`src/serial_port_defines.vh`:
```
/*
 Constants of the FIFO serial port: register offsets, field positions,
 reset values, trigger levels and bit timing.
 Assumes inclusion by bare name from the design files.
*/
`ifndef SERIAL_PORT_DEFINES_VH
`define SERIAL_PORT_DEFINES_VH

// Register byte offsets
`define ADDR_CTRL 8'h00
`define ADDR_BAUD 8'h04
`define ADDR_STATUS 8'h08
`define ADDR_FIFO_CTRL 8'h0c
`define ADDR_FIFO_COUNT 8'h10
`define ADDR_TX_PORT 8'h14
`define ADDR_RX_PORT 8'h18

// Control register fields
`define CTRL_TE 0
`define CTRL_RE 1
`define CTRL_TIE 2
`define CTRL_RIE 3
`define CTRL_MODEM 4
`define CTRL_CHR 5
`define CTRL_PE 6
`define CTRL_ODD 7
`define CTRL_STOP 8
`define CTRL_PORT_LEVEL 9
`define CTRL_PORT_MD0 10
`define CTRL_PORT_MD1 11
`define CTRL_RESET 12'h000
`define BAUD_RESET 16'h0035

// Status register fields
`define ST_DR 0
`define ST_ER 1
`define ST_BRK 2
`define ST_RDF 3
`define ST_TX_FIFO_EMPTY_FLAG 4
`define ST_TRANSMIT_END_FLAG 5
`define ST_FER 6
`define ST_PER 7

// FIFO control fields
`define FC_TX_RST 4
`define FC_RX_RST 5
`define FC_RESET 6'h00

// FIFO sizing and trigger levels
`define FIFO_DEPTH 16
`define FIFO_FULL 5'd16
`define TX_TRIG0 5'd8
`define TX_TRIG1 5'd4
`define TX_TRIG2 5'd2
`define TX_TRIG3 5'd1
`define RX_TRIG0 5'd1
`define RX_TRIG1 5'd4
`define RX_TRIG2 5'd8
`define RX_TRIG3 5'd14

// Bit timing in base clock ticks
`define SAMPLE_PHASE 4'd7
`define LAST_PHASE 4'd15
`define DR_QUIET_TICKS 8'ha0

// Bus answers
`define RESP_OKAY 2'b00
`define RESP_SLVERR 2'b10

`endif

```
`src/byte_store.v`:
```
/*
 Sixteen-word storage for one FIFO, read data registered.
 Assumes the caller presents the next read pointer on raddr each cycle.
*/
`timescale 1ns/1ps
`include "serial_port_defines.vh"

module byte_store #(
   parameter WIDTH = 8
) (
   // Clock
   input wire aclk,
   // Write side
   input wire we,
   input wire [3:0] waddr,
   input wire [WIDTH-1:0] wdata,
   // Read side
   input wire [3:0] raddr,
   output reg [WIDTH-1:0] rdata
);
   reg [WIDTH-1:0] mem [0:`FIFO_DEPTH-1];

   always @(posedge aclk) begin
      if (we)
         mem[waddr] <= wdata;
      // Bypass so a write into an empty FIFO is seen at once
      if (we && waddr == raddr)
         rdata <= wdata;
      else
         rdata <= mem[raddr];
   end
endmodule // byte_store

```
`src/fifo_serial_port.v`:
```
/*
 FIFO serial port: AXI4-Lite register slave, 16-entry transmit and
 receive FIFOs, 16x oversampling receiver, transmitter, modem handshake,
 four interrupt request lines and two DMA request lines.
 Assumes serial_in_pin and clear_to_send_in are asynchronous pins and
 dma_grant comes from logic on aclk.
*/
// Our own choices: the placing of the registers and the AXI4-Lite interface to the registers.
`timescale 1ns/1ps
`include "serial_port_defines.vh"

module fifo_serial_port (
   // Clock and reset
   input wire aclk,
   input wire aresetn,
   // AXI4-Lite write channels
   input wire [7:0] awaddr,
   input wire awvalid,
   output reg awready,
   input wire [31:0] wdata,
   input wire [3:0] wstrb,
   input wire wvalid,
   output reg wready,
   output reg [1:0] bresp,
   output reg bvalid,
   input wire bready,
   // AXI4-Lite read channels
   input wire [7:0] araddr,
   input wire arvalid,
   output reg arready,
   output reg [31:0] rdata,
   output reg [1:0] rresp,
   output reg rvalid,
   input wire rready,
   // DMA marker for bus accesses
   input wire dma_grant,
   // Serial pins
   input wire serial_in_pin,
   output reg serial_out_pin,
   output reg serial_out_oe,
   input wire clear_to_send_in,
   output reg request_to_send_out,
   // Interrupt and DMA requests
   output reg tx_empty_irq,
   output reg rx_full_irq,
   output reg rx_error_irq,
   output reg break_irq,
   output reg tx_dma_req,
   output reg rx_dma_req
);
   localparam RX_IDLE = 4'b0001;
   localparam RX_START = 4'b0010;
   localparam RX_DATA = 4'b0100;
   localparam RX_STOP = 4'b1000;
   localparam TX_IDLE = 5'b00001;
   localparam TX_START = 5'b00010;
   localparam TX_DATA = 5'b00100;
   localparam TX_PAR = 5'b01000;
   localparam TX_STOP = 5'b10000;

   function [4:0] tx_trig_of;
      input [1:0] sel;
      case (sel)
         2'd0: tx_trig_of = `TX_TRIG0;
         2'd1: tx_trig_of = `TX_TRIG1;
         2'd2: tx_trig_of = `TX_TRIG2;
         default: tx_trig_of = `TX_TRIG3;
      endcase
   endfunction

   function [4:0] rx_trig_of;
      input [1:0] sel;
      case (sel)
         2'd0: rx_trig_of = `RX_TRIG0;
         2'd1: rx_trig_of = `RX_TRIG1;
         2'd2: rx_trig_of = `RX_TRIG2;
         default: rx_trig_of = `RX_TRIG3;
      endcase
   endfunction

   reg [11:0] serial_control_reg;
   reg [15:0] baud_div;
   reg [5:0] fifo_control_reg;
   reg data_ready_flag, receive_error_flag, break_flag;
   reg rx_fifo_full_flag, tx_fifo_empty_flag, transmit_end_flag;
   reg [7:0] aw_addr;
   reg [31:0] w_data;
   reg [15:0] base_cnt;
   reg base_tick;
   reg rx_s1, rx_s2, rx_prev, cts_s1, cts_s2;
   reg [3:0] tx_wp, tx_rp, rx_wp, rx_rp;
   reg [4:0] tx_count, rx_count;
   wire [7:0] tx_rdata;
   wire [9:0] rx_rdata;
   reg [3:0] rx_state, rx_phase;
   reg [2:0] rx_bitn;
   reg [7:0] receive_shift_reg;
   reg rx_pbit, rx_in_par, break_line, rx_push, rx_err_evt;
   reg [9:0] rx_word;
   reg [7:0] quiet;
   reg [4:0] tx_state;
   reg [3:0] tx_phase;
   reg [2:0] tx_bitn;
   reg [7:0] tx_shift;
   reg tx_par, tx_line, tx_pop, stop_second, transmit_end_flag_evt;

   wire transmit_enable = serial_control_reg[`CTRL_TE];
   wire receive_enable = serial_control_reg[`CTRL_RE];
   wire tx_irq_enable = serial_control_reg[`CTRL_TIE];
   wire rx_irq_enable = serial_control_reg[`CTRL_RIE];
   wire modem_en = serial_control_reg[`CTRL_MODEM];
   wire char_length_bit = serial_control_reg[`CTRL_CHR];
   wire parity_enable_bit = serial_control_reg[`CTRL_PE];
   wire parity_odd = serial_control_reg[`CTRL_ODD];
   wire two_stop = serial_control_reg[`CTRL_STOP];
   wire port_out_level_bit = serial_control_reg[`CTRL_PORT_LEVEL];
   wire port_mode_bit0 = serial_control_reg[`CTRL_PORT_MD0];
   wire port_mode_bit1 = serial_control_reg[`CTRL_PORT_MD1];
   wire [4:0] tx_trig = tx_trig_of(fifo_control_reg[1:0]);
   wire [4:0] rx_trig = rx_trig_of(fifo_control_reg[3:2]);

   // Bus write commits once address and data are both held
   wire w_commit = !awready && !wready && !bvalid;
   reg wstrb_held;
   wire w_ok = w_commit && wstrb_held;
   wire st_wr = w_ok && aw_addr == `ADDR_STATUS;
   wire tx_push = w_ok && aw_addr == `ADDR_TX_PORT && tx_count != `FIFO_FULL;
   wire rd_take = arvalid && arready;
   wire rx_pop = rd_take && araddr == `ADDR_RX_PORT && rx_count != 5'd0;

   // Base clock at 16x bit rate from the baud divider
   always @(posedge aclk) begin
      if (!aresetn || base_cnt >= baud_div) begin
         base_cnt <= 16'h0000;
         base_tick <= aresetn;
      end else begin
         base_cnt <= base_cnt + 16'h0001;
         base_tick <= 1'b0;
      end
   end

   always @(posedge aclk) begin
      if (!aresetn) begin
         rx_s1 <= 1'b1;
         rx_s2 <= 1'b1;
         rx_prev <= 1'b1;
         cts_s1 <= 1'b1;
         cts_s2 <= 1'b1;
      end else begin
         rx_s1 <= serial_in_pin;
         rx_s2 <= rx_s1;
         rx_prev <= rx_s2;
         cts_s1 <= clear_to_send_in;
         cts_s2 <= cts_s1;
      end
   end

   // FIFO pointers and counts
   always @(posedge aclk) begin
      if (!aresetn || fifo_control_reg[`FC_TX_RST]) begin
         tx_wp <= 4'h0;
         tx_rp <= 4'h0;
         tx_count <= 5'd0;
      end else begin
         if (tx_push)
            tx_wp <= tx_wp + 4'h1;
         if (tx_pop)
            tx_rp <= tx_rp + 4'h1;
         tx_count <= tx_count + {4'h0, tx_push} - {4'h0, tx_pop};
      end
   end

   always @(posedge aclk) begin
      if (!aresetn || fifo_control_reg[`FC_RX_RST]) begin
         rx_wp <= 4'h0;
         rx_rp <= 4'h0;
         rx_count <= 5'd0;
      end else begin
         if (rx_push)
            rx_wp <= rx_wp + 4'h1;
         if (rx_pop)
            rx_rp <= rx_rp + 4'h1;
         rx_count <= rx_count + {4'h0, rx_push} - {4'h0, rx_pop};
      end
   end

   byte_store #(.WIDTH(8)) tx_store (
      .aclk(aclk),
      .we(tx_push),
      .waddr(tx_wp),
      .wdata(w_data[7:0]),
      .raddr(tx_rp + {3'h0, tx_pop}),
      .rdata(tx_rdata)
   );

   byte_store #(.WIDTH(10)) rx_store (
      .aclk(aclk),
      .we(rx_push),
      .waddr(rx_wp),
      .wdata(rx_word),
      .raddr(rx_rp + {3'h0, rx_pop}),
      .rdata(rx_rdata)
   );

   // Receiver
   wire rx_last = rx_bitn == (char_length_bit ? 3'd6 : 3'd7);
   wire [7:0] rx_data = char_length_bit ? {1'b0, receive_shift_reg[7:1]} : receive_shift_reg;
   wire rx_fer = !rx_s2;
   wire rx_per = parity_enable_bit && (^rx_data ^ rx_pbit ^ parity_odd);
   wire rx_is_brk = rx_fer && rx_data == 8'h00;

   always @(posedge aclk) begin
      rx_push <= 1'b0;
      rx_err_evt <= 1'b0;
      if (!aresetn || !receive_enable) begin
         rx_state <= RX_IDLE;
         rx_phase <= 4'h0;
         rx_bitn <= 3'd0;
         receive_shift_reg <= 8'h00;
         rx_pbit <= 1'b0;
         rx_in_par <= 1'b0;
         break_line <= 1'b0;
         rx_word <= 10'h000;
      end else begin
         if (rx_s2)
            break_line <= 1'b0;
         if (rx_state == RX_IDLE) begin
            if (rx_prev && !rx_s2) begin
               rx_state <= RX_START;
               rx_phase <= 4'h0;
            end
         end else if (base_tick) begin
            rx_phase <= rx_phase + 4'h1;
            if (rx_phase == `SAMPLE_PHASE) begin
               case (rx_state)
                  RX_START: begin
                     rx_state <= rx_s2 ? RX_IDLE : RX_DATA;
                     rx_bitn <= 3'd0;
                     rx_in_par <= 1'b0;
                  end
                  RX_DATA: begin
                     if (rx_in_par) begin
                        rx_pbit <= rx_s2;
                        rx_state <= RX_STOP;
                     end else begin
                        receive_shift_reg <= {rx_s2, receive_shift_reg[7:1]};
                        rx_bitn <= rx_bitn + 3'd1;
                        if (rx_last) begin
                           rx_in_par <= parity_enable_bit;
                           if (!parity_enable_bit)
                              rx_state <= RX_STOP;
                        end
                     end
                  end
                  RX_STOP: begin
                     // Second stop bit is not examined; idle waits for next fall
                     rx_state <= RX_IDLE;
                     rx_word <= {rx_per, rx_fer, rx_data};
                     rx_push <= (!rx_fer || rx_is_brk) && rx_count != `FIFO_FULL && !break_flag;
                     rx_err_evt <= rx_fer || rx_per;
                     if (rx_is_brk)
                        break_line <= 1'b1;
                  end
                  default: rx_state <= RX_IDLE;
               endcase
            end
         end
      end
   end

   // Quiet line with data below trigger marks data ready
   always @(posedge aclk) begin
      if (!aresetn || rx_state != RX_IDLE)
         quiet <= 8'h00;
      else if (base_tick && quiet != `DR_QUIET_TICKS)
         quiet <= quiet + 8'h01;
   end
   wire dr_evt = base_tick && quiet == `DR_QUIET_TICKS - 8'h01 && rx_count != 5'd0 && rx_count < rx_trig;

   // Transmitter
   wire tx_go = tx_count != 5'd0 && !(modem_en && cts_s2);
   wire [7:0] tx_load = char_length_bit ? {1'b0, tx_rdata[6:0]} : tx_rdata;

   always @(posedge aclk) begin
      tx_pop <= 1'b0;
      transmit_end_flag_evt <= 1'b0;
      if (!aresetn || !transmit_enable) begin
         tx_state <= TX_IDLE;
         tx_phase <= 4'h0;
         tx_bitn <= 3'd0;
         tx_shift <= 8'h00;
         tx_par <= 1'b0;
         tx_line <= 1'b1;
         stop_second <= 1'b0;
      end else if (tx_state == TX_IDLE || (tx_state == TX_STOP && base_tick && tx_phase == `LAST_PHASE &&
                   !(two_stop && !stop_second))) begin
         if (tx_go) begin
            tx_pop <= 1'b1;
            tx_shift <= tx_load;
            tx_par <= ^tx_load ^ parity_odd;
            tx_state <= TX_START;
            tx_line <= 1'b0;
         end else begin
            tx_state <= TX_IDLE;
            tx_line <= 1'b1;
         end
         tx_phase <= 4'h0;
      end else if (base_tick) begin
         tx_phase <= tx_phase + 4'h1;
         if (tx_phase == `LAST_PHASE) begin
            case (tx_state)
               TX_START: begin
                  tx_state <= TX_DATA;
                  tx_bitn <= 3'd0;
                  tx_line <= tx_shift[0];
               end
               TX_DATA: begin
                  if (tx_bitn == (char_length_bit ? 3'd6 : 3'd7)) begin
                     tx_state <= parity_enable_bit ? TX_PAR : TX_STOP;
                     tx_line <= parity_enable_bit ? tx_par : 1'b1;
                     stop_second <= 1'b0;
                     transmit_end_flag_evt <= !parity_enable_bit && tx_count == 5'd0;
                  end else begin
                     tx_shift <= {1'b0, tx_shift[7:1]};
                     tx_line <= tx_shift[1];
                     tx_bitn <= tx_bitn + 3'd1;
                  end
               end
               TX_PAR: begin
                  tx_state <= TX_STOP;
                  tx_line <= 1'b1;
                  stop_second <= 1'b0;
                  transmit_end_flag_evt <= tx_count == 5'd0;
               end
               TX_STOP: stop_second <= 1'b1;
               default: tx_state <= TX_IDLE;
            endcase
         end
      end
   end

   // Status flags: hardware set wins over a clear
   wire tx_fifo_empty_flag_clr = (st_wr && !w_data[`ST_TX_FIFO_EMPTY_FLAG]) || (tx_push && dma_grant);
   wire rdf_clr = (st_wr && !w_data[`ST_RDF]) || (rx_pop && dma_grant);
   always @(posedge aclk) begin
      if (!aresetn) begin
         data_ready_flag <= 1'b0;
         receive_error_flag <= 1'b0;
         break_flag <= 1'b0;
         rx_fifo_full_flag <= 1'b0;
         tx_fifo_empty_flag <= 1'b1;
         transmit_end_flag <= 1'b1;
      end else begin
         data_ready_flag <= dr_evt || (data_ready_flag && !(st_wr && !w_data[`ST_DR]));
         receive_error_flag <= rx_err_evt || (receive_error_flag && !(st_wr && !w_data[`ST_ER]));
         break_flag <= (break_line && !rx_s2) || (break_flag && !(st_wr && !w_data[`ST_BRK]));
         rx_fifo_full_flag <= rx_count >= rx_trig || (rx_fifo_full_flag && !rdf_clr);
         tx_fifo_empty_flag <= tx_count < tx_trig || (tx_fifo_empty_flag_clr && tx_count <= tx_trig) ||
                               (tx_fifo_empty_flag && !tx_fifo_empty_flag_clr);
         transmit_end_flag <= transmit_end_flag_evt || (transmit_end_flag && !(st_wr && !w_data[`ST_TRANSMIT_END_FLAG]));
      end
   end

   // Request lines, pins and handshake
   always @(posedge aclk) begin
      if (!aresetn) begin
         tx_empty_irq <= 1'b0;
         rx_full_irq <= 1'b0;
         rx_error_irq <= 1'b0;
         break_irq <= 1'b0;
         tx_dma_req <= 1'b0;
         rx_dma_req <= 1'b0;
         request_to_send_out <= 1'b0;
         serial_out_pin <= 1'b1;
         serial_out_oe <= 1'b0;
      end else begin
         tx_empty_irq <= tx_irq_enable && tx_fifo_empty_flag;
         rx_full_irq <= rx_irq_enable && (rx_fifo_full_flag || data_ready_flag);
         rx_error_irq <= rx_irq_enable && receive_error_flag;
         break_irq <= rx_irq_enable && break_flag;
         tx_dma_req <= tx_irq_enable && tx_fifo_empty_flag;
         rx_dma_req <= rx_irq_enable && rx_fifo_full_flag;
         request_to_send_out <= modem_en && rx_count == `FIFO_FULL;
         serial_out_pin <= transmit_enable ? tx_line : port_out_level_bit;
         serial_out_oe <= transmit_enable || (port_mode_bit1 && !port_mode_bit0);
      end
   end

   // Highest pending enabled source: 4 error, 3 receive, 2 break, 1 transmit
   wire [2:0] irq_prio = rx_error_irq ? 3'd4 : rx_full_irq ? 3'd3 : break_irq ? 3'd2 :
                         tx_empty_irq ? 3'd1 : 3'd0;

   // AXI4-Lite write path
   always @(posedge aclk) begin
      if (!aresetn) begin
         awready <= 1'b1;
         wready <= 1'b1;
         bvalid <= 1'b0;
         bresp <= `RESP_OKAY;
         aw_addr <= 8'h00;
         w_data <= 32'h00000000;
         wstrb_held <= 1'b0;
         serial_control_reg <= `CTRL_RESET;
         baud_div <= `BAUD_RESET;
         fifo_control_reg <= `FC_RESET;
      end else begin
         if (awvalid && awready) begin
            aw_addr <= awaddr;
            awready <= 1'b0;
         end
         if (wvalid && wready) begin
            w_data <= wdata;
            wstrb_held <= wstrb[0];
            wready <= 1'b0;
         end
         if (bvalid && bready)
            bvalid <= 1'b0;
         if (w_commit) begin
            awready <= 1'b1;
            wready <= 1'b1;
            bvalid <= 1'b1;
            bresp <= `RESP_OKAY;
            case (aw_addr)
               `ADDR_CTRL: if (wstrb_held) serial_control_reg <= w_data[11:0];
               `ADDR_BAUD: if (wstrb_held) baud_div <= w_data[15:0];
               `ADDR_FIFO_CTRL: if (wstrb_held) fifo_control_reg <= w_data[5:0];
               `ADDR_STATUS, `ADDR_TX_PORT: bresp <= `RESP_OKAY;
               default: bresp <= `RESP_SLVERR;
            endcase
         end
      end
   end

   // AXI4-Lite read path
   always @(posedge aclk) begin
      if (!aresetn) begin
         arready <= 1'b1;
         rvalid <= 1'b0;
         rdata <= 32'h00000000;
         rresp <= `RESP_OKAY;
      end else if (rd_take) begin
         arready <= 1'b0;
         rvalid <= 1'b1;
         rresp <= `RESP_OKAY;
         case (araddr)
            `ADDR_CTRL: rdata <= {20'h00000, serial_control_reg};
            `ADDR_BAUD: rdata <= {16'h0000, baud_div};
            `ADDR_STATUS: rdata <= {21'h000000, irq_prio,
                                    rx_count != 5'd0 && rx_rdata[9], rx_count != 5'd0 && rx_rdata[8],
                                    transmit_end_flag, tx_fifo_empty_flag, rx_fifo_full_flag,
                                    break_flag, receive_error_flag, data_ready_flag};
            `ADDR_FIFO_CTRL: rdata <= {26'h0000000, fifo_control_reg};
            `ADDR_FIFO_COUNT: rdata <= {16'h0000, 3'h0, tx_count, 3'h0, rx_count};
            `ADDR_RX_PORT: rdata <= {24'h000000, rx_count != 5'd0 ? rx_rdata[7:0] : 8'h00};
            `ADDR_TX_PORT: rdata <= 32'h00000000;
            default: begin
               rdata <= 32'h00000000;
               rresp <= `RESP_SLVERR;
            end
         endcase
      end else if (rvalid && rready) begin
         rvalid <= 1'b0;
         arready <= 1'b1;
      end
   end
endmodule // fifo_serial_port

```
`config.mk`:
```
export PLATFORM = sky130hd
export DESIGN_NAME = fifo_serial_port
export DESIGN_NICKNAME = d
export VERILOG_FILES = /design/src/byte_store.v /design/src/fifo_serial_port.v
export VERILOG_INCLUDE_DIRS = /design/src
export SDC_FILE = /design/constraint.sdc
export NUM_CORES = 1
export LEC_CHECK = 0
export BUFFER_PORTS_ARGS = -buffer_cell sky130_fd_sc_hd__buf_2
export CAP_MARGIN = 30
export CELL_PAD_IN_SITES_DETAIL_PLACEMENT = 1
export CELL_PAD_IN_SITES_GLOBAL_PLACEMENT = 2
export CORE_MARGIN = 5
export CORE_UTILIZATION = 39
export CTS_CLUSTER_DIAMETER = 50
export CTS_CLUSTER_SIZE = 20
export DETAILED_ROUTE_END_ITERATION = 8
export PLACE_DENSITY_LB_ADDON = 0.3
export SETUP_SLACK_MARGIN = 0.02
export SLEW_MARGIN = 20
export SYNTH_ARGS = -nofsm -noshare
export SYNTH_HDL_FRONTEND = slang
export SYNTH_SLANG_ARGS = --single-unit
```
`constraint.sdc`:
```
create_clock -name aclk -period 3.1 [get_ports aclk]
set_input_delay 0.31 -clock aclk [delete_from_list [all_inputs] [get_ports aclk]]
set_output_delay 0.31 -clock aclk [all_outputs]
set_load 0.05 [all_outputs]
```
### After elaboration in Yosys (flattened, before gate mapping)

Memories as Yosys holds them, arrays and structs flattened. A register that Yosys moved wholly into a read port is not among the register bits.
Cells that the tools add are included.

* output and inout port bits: 50
* register bits: 229
* bits of input ports: 62
* bits in writable memories: 288
* word-level logic and storage cells: 355
* memories kept: 2

* $lt $le $gt $ge: 5
* mux-type cells: 74
* bitwise gates (word level): 11
* eq/ne operators: 43
* $add $sub $neg: 16
* reduce and logical (&&, ||, !) cells: 143

Memory list
* rx_store.mem: depth 16, width 10, rd ports 1, clocked after memory_dff 1, write ports 1, line byte_store.v:21 `` reg [WIDTH-1:0] mem [0:`FIFO_DEPTH-1]; ``
* tx_store.mem: depth 16, width 8, rd ports 1, clocked after memory_dff 1, write ports 1, line byte_store.v:21

Operator list (number)
* $pmux 16 s6: 1
* $mux 8: 9
* $logic_and 1x1->1: 54
* $mux 4: 10
* $reduce_and 5->1: 7
* $eq 8x4->1 const B: 4
* $eq 8x5->1 const B: 4
* $mux 1: 30
* $logic_not 1->1: 25
* $mux 5: 5
* $add 4x1->4 const B: 6
* $logic_not 8->1: 3
* $pmux 4 s3: 2
* $logic_or 1x1->1: 20
* $pmux 5 s4: 1
* $reduce_bool 2->1: 9
* $add 16x1->16 const B: 1
* $eq 8x3->1 const B: 2
* $ge 16x16->1: 1
* $reduce_xor 8->1: 2
* $mux 3: 4
* $pmux 3 s2: 2
* $reduce_and 3->1: 4
* $reduce_and 4->1: 3
* 44 further kinds: 83

### Depth between registers and ports, before layout

* depth in word-level cells: 11
* mapped depth: 14
* gate-level depth less buffers: 14

### Modules after synthesis

A second synthesis with hierarchy kept.

* cell total of the unflattened synthesis: 1710
* area total of the unflattened synthesis: 21839.7 µm²

Modules (own cells, without submodules)
* fifo_serial_port: instances 1, cells an instance 1212, area an instance 10538.9 µm², sequential area each 4224.1 µm²
* byte_store at rx_store: instances 1, cells an instance 273, area an instance 6233.5 µm², sequential area each 4884.7 µm²
* byte_store at tx_store: instances 1, cells an instance 225, area an instance 5067.4 µm², sequential area each 3923.8 µm²

### Worst setup path after synthesis

No wires, ideal clock.

* path type: reg2reg
* start: register aw_addr[0]
* end: register tx_count[4]
* data required time: 3.030 ns
* arrival: 3.099 ns
* path buffers: 0
* library setup time: 0.070 ns
* clock period less this slack: 3.169 ns
* stages on the path, launching flop included: 14
* setup slack: -0.069 ns
* cell sequence: dfxtp_1 -> or4_1 -> nor2_1 -> nand3_1 -> a311oi_2 -> inv_2 -> ha_1 -> inv_1 -> ha_1 -> fa_1 -> a21oi_1 -> nor2_1 -> or3_1 -> a21oi_1

* word-level cells in the longest chain between the ends: 5

Ends and longest elaborated chain
* from (decl): line fifo_serial_port.v:86 `reg [7:0] aw_addr;`
* from (signal assigned): line fifo_serial_port.v:408 `aw_addr <= awaddr;`
* $eq 8x5->1
* $logic_and 1x1->1 (no source line) (2 in a row)
* $add 5x1->5: line fifo_serial_port.v:169 `tx_count <= tx_count + {4'h0, tx_push} - {4'h0, tx_pop};`
* $sub 5x1->5: line fifo_serial_port.v:169
* to (signal assigned): line fifo_serial_port.v:169
* to (decl): line fifo_serial_port.v:92 `reg [4:0] tx_count, rx_count;`

No other way between the ends.
A chain may end at the register's enable or synchronous reset.

### Final worst setup path

Ends and elaborated chain as after synthesis.

==> flow_metrics.py <==
metrics = {
    "status": {
        "outcome": "finished, final reports clean",
    },
    "global_routing": {
        "grt_usage_pct": 17.6,
        "grt_max_degree": 41,
        "grt_pass1_wl_mm": 83.5,
        "antenna_found_initial": 1,
        "grt_pass1_vias": 14278,
        "overflow": 0,
    },
    "yosys": {
        "async_flop_share_pct": 0,
        "netlist_instances": 1661,
        "synth.top_cells.by_area": "edfxtp_1 40%, dfxtp_1 20%, mux4_2 8.1%",
        "synth_top_area_cell": "edfxtp_1",
        "synth-edff-count": 288,
        "yosysWarningCount": 0,
        "synth-seq-area-share_pct": 60.3,
        "synth-seq-cells": 507,
        "syn_avg_cell_area_um2": 13.0,
        "ys.flop_type": "edfxtp_1",
        "yosysUniqueCellTypes": 73,
        "synth_top_cell_area_share_pct": 40.0,
        "synth_area_um2": 21600,
    },
    "finish": {
        "final_common_cell": "edfxtp_1",
        "area_delta_synth_final_pct": 17.1,
        "drive_above_1_share_pct": 17.7,
        "final_cells": 2593,
        "num_antenna_cells": 0,
        "final_nets": 1923,
        "top_regs": "rx_store.mem x160, tx_store.mem x128",
        "largest_reg_flops": 160,
        "regMostFlops": "rx_store.mem",
        "layout_common_cells": "288 x edfxtp_1, 217 x dfxtp_1, 152 x nor2_1",
    },
    "worst_setup_path": {
        "path_cells": "or4_4 -> nor2_4 -> nand3_4 -> a311oi_4 -> inv_2 -> ha_1 -> inv_1 -> ha_2 -> fa_2 -> a21oi_2 -> nor2_1 -> or3_1 -> a21oi_1",
        "r2r_slack_ns": 0.12,
        "critPathMaxStageDelay_ns": 0.54,
        "worstPathMaxFanout": 2,
        "arrival_ns": 3.52,
        "crit_type": "reg -> reg",
        "cp-start-kind": "flip-flop",
        "cp-end-kind": "flip-flop",
        "crit_required_ns": 3.64,
        "cpMaxStageDelayCell": "or4_4",
    },
    "power_and_ir_drop": {
        "power_uw": 14500,
        "p_int_uw": 11000,
        "power_frac_clock_pct": 48.1,
        "powerDensity_nw_per_um2": 573,
        "power_frac_comb_pct": 2.5,
        "sw_frac_of_total_pct": 24.0,
        "ir_worst_vdd_uv": 537,
        "power.leakage_uw": 0.00846,
        "switchingPower_uw": 3490,
        "power_frac_seq_pct": 49.4,
    },
    "routing": {
        "viasPerCell": 5.14,
        "routedWlPerCell_um": 20.5,
        "top_layer_used": "met4",
        "drt-met1-wl_mm": 24.2,
        "drt_iter0_markers": 653,
        "route.met2.wl_mm": 25.9,
        "vias": 13338,
        "firstDrtPassIters": 5,
        "drt_wl_total_mm": 53.0,
        "wl_met3_mm": 2.04,
        "drc": 0,
        "final_antenna_net_count": 0,
    },
    "clock_tree": {
        "root_buffer": "clkbuf_16",
        "clk_pin_slew_worst_paths_ns": 0.06,
        "cts_buffers": 56,
        "cts_tree": "built",
        "htreeDepth": 2,
        "clk-insertion-delay-late_ns": 0.62,
        "cts_max_path_buffers": 3,
        "clkSinkCount": 507,
    },
    "timing": {
        "fmax_mhz": 335,
        "fin_ws_ns": 0.116,
        "rsz0062_at_grt": "true",
        "slew_viol_final": 0,
        "finClkSkew_ns": 0.0282,
        "maxSlewHeadroom_pct": 30.7,
        "hold_viol": 0,
        "tightestPinTransition_ns": 1.04,
        "finalSetupViolations": 0,
        "period_needed_ns": 2.98,
        "period_share_pct": 96.3,
    },
    "die": {
        "fp-row-count": 86,
        "coreArea_um2": 55000,
        "die_area_um2": 60200,
        "die_width_um": 245,
        "start_util_pct": 39.3,
        "dieHeight_um": 245,
        "num_io_pins": 112,
    },
    "placed_design": {
        "hpwl_mm": 36.2,
        "dpl_worst_slack_ns": -0.0287,
        "place_congestion": 0.766,
        "post-place-cells": 2457,
        "portBuffers": 74,
    },
    "hold_path": {
        "min_path_type": "in -> reg",
    },
    "job": {
        "cap_violations": 0,
    },
}
## layout make-up
| type | instances | area [um2] |
|---|---|---|
| tap | 748 | 936 |
| clock buffer | 59 | 1460 |
| sequential | 507 | 13000 |
| fill | 5586 | 29700 |
| timing repair buffer | 155 | 1120 |
| multi-input combinational | 1022 | 8000 |
| clock inverter | 46 | 548 |
| inverter | 56 | 210 |
## path summary, 6_finish.rpt
path / startpoint / to / depth (start not counted)
setup / recovery: aw_addr[0] / tx_count[4] / 13
hold / removal: awaddr[3] / aw_addr[3] / 3
setup reg to reg: aw_addr[0] / tx_count[4] / 13
hold reg to reg: cts_s1 / cts_s2 / 1
## kinds of logic (layout without fill, tap and decap cells)
group	count (synthesis)	after routing	share of synthesized area, %
xor+xnor	64	64	2.73
other cells	1	18	0.0174
mux	142	142	11.8
flops	507	507	60.3
compound gates	216	216	6.65
simple gates	519	519	11.5
buf+inv	149	316	3.23
fa+ha+maj	63	63	3.72
## synth_stat cells, drive strengths merged (8+ instances only)
cell type,count
edfxtp,288
dfxtp,219
nor2,154
nand2,145
mux4,88
ha,61
a21oi,55
inv,55
mux2i,54
a21boi,53
clkbuf,51
nand3,46
buf,42
xor2,35
o21ai,33
nor2b,32
xnor2,28
and2,26
nand2b,25
and3,20
a22oi,19
nor3,18
nand4,11
a211oi,10
a21o,8
or3,8
## routing by layer
metal / vias to the layer above / global-route usage (%)
met2: 183 / 30.2
li1: 6321 / -
met1: 6769 / 23.8
met5: - / 0
met4: 0 / 4.05
met3: 65 / 2.86
## worst max-delay path, delay by kind of cell, from the launching register on
kind,cells,cell delay (ns)
compound gates,3,0.55
flops,1,0.31
buf+inv,2,0.09
simple gates,5,1.18
fa+ha+maj,3,0.79
## what timing repair did
item | 4_1_cts | 5_1_grt
hold buffers | 29 | 0
pin swaps | 1 | 4
endpoints found under the setup margin | 2 | 2
buffers inserted | 0 | 1
resized for setup | 3 | 5
endpoints found under the hold margin | 29 | 0
## metrics by stage
step           hold slack [ns]  setup TNS, ns  utilization (%)  cell area (um2)
6_report                0.0309              0             46.0            25300
5_1_grt                 0.0297        -0.0301             46.0            25300
4_1_cts                0.00129              0             45.9            25300
3_5_place_dp             0.393        -0.0287             41.7            23000
3_3_place_gp             0.395        -0.0196             41.7            23000
2_1_floorplan            0.386              0                -            21700
## power groups by stage
stage	sequential (uW)	combinational, uW	clock, uW
floorplan	7310	214	0
global placement	7310	327	0
detailed placement	7310	332	0
CTS	7160	364	7180
global route	7160	405	7490
finish	7160	370	6980
Note: power is estimated with default switching activity, not from simulation.
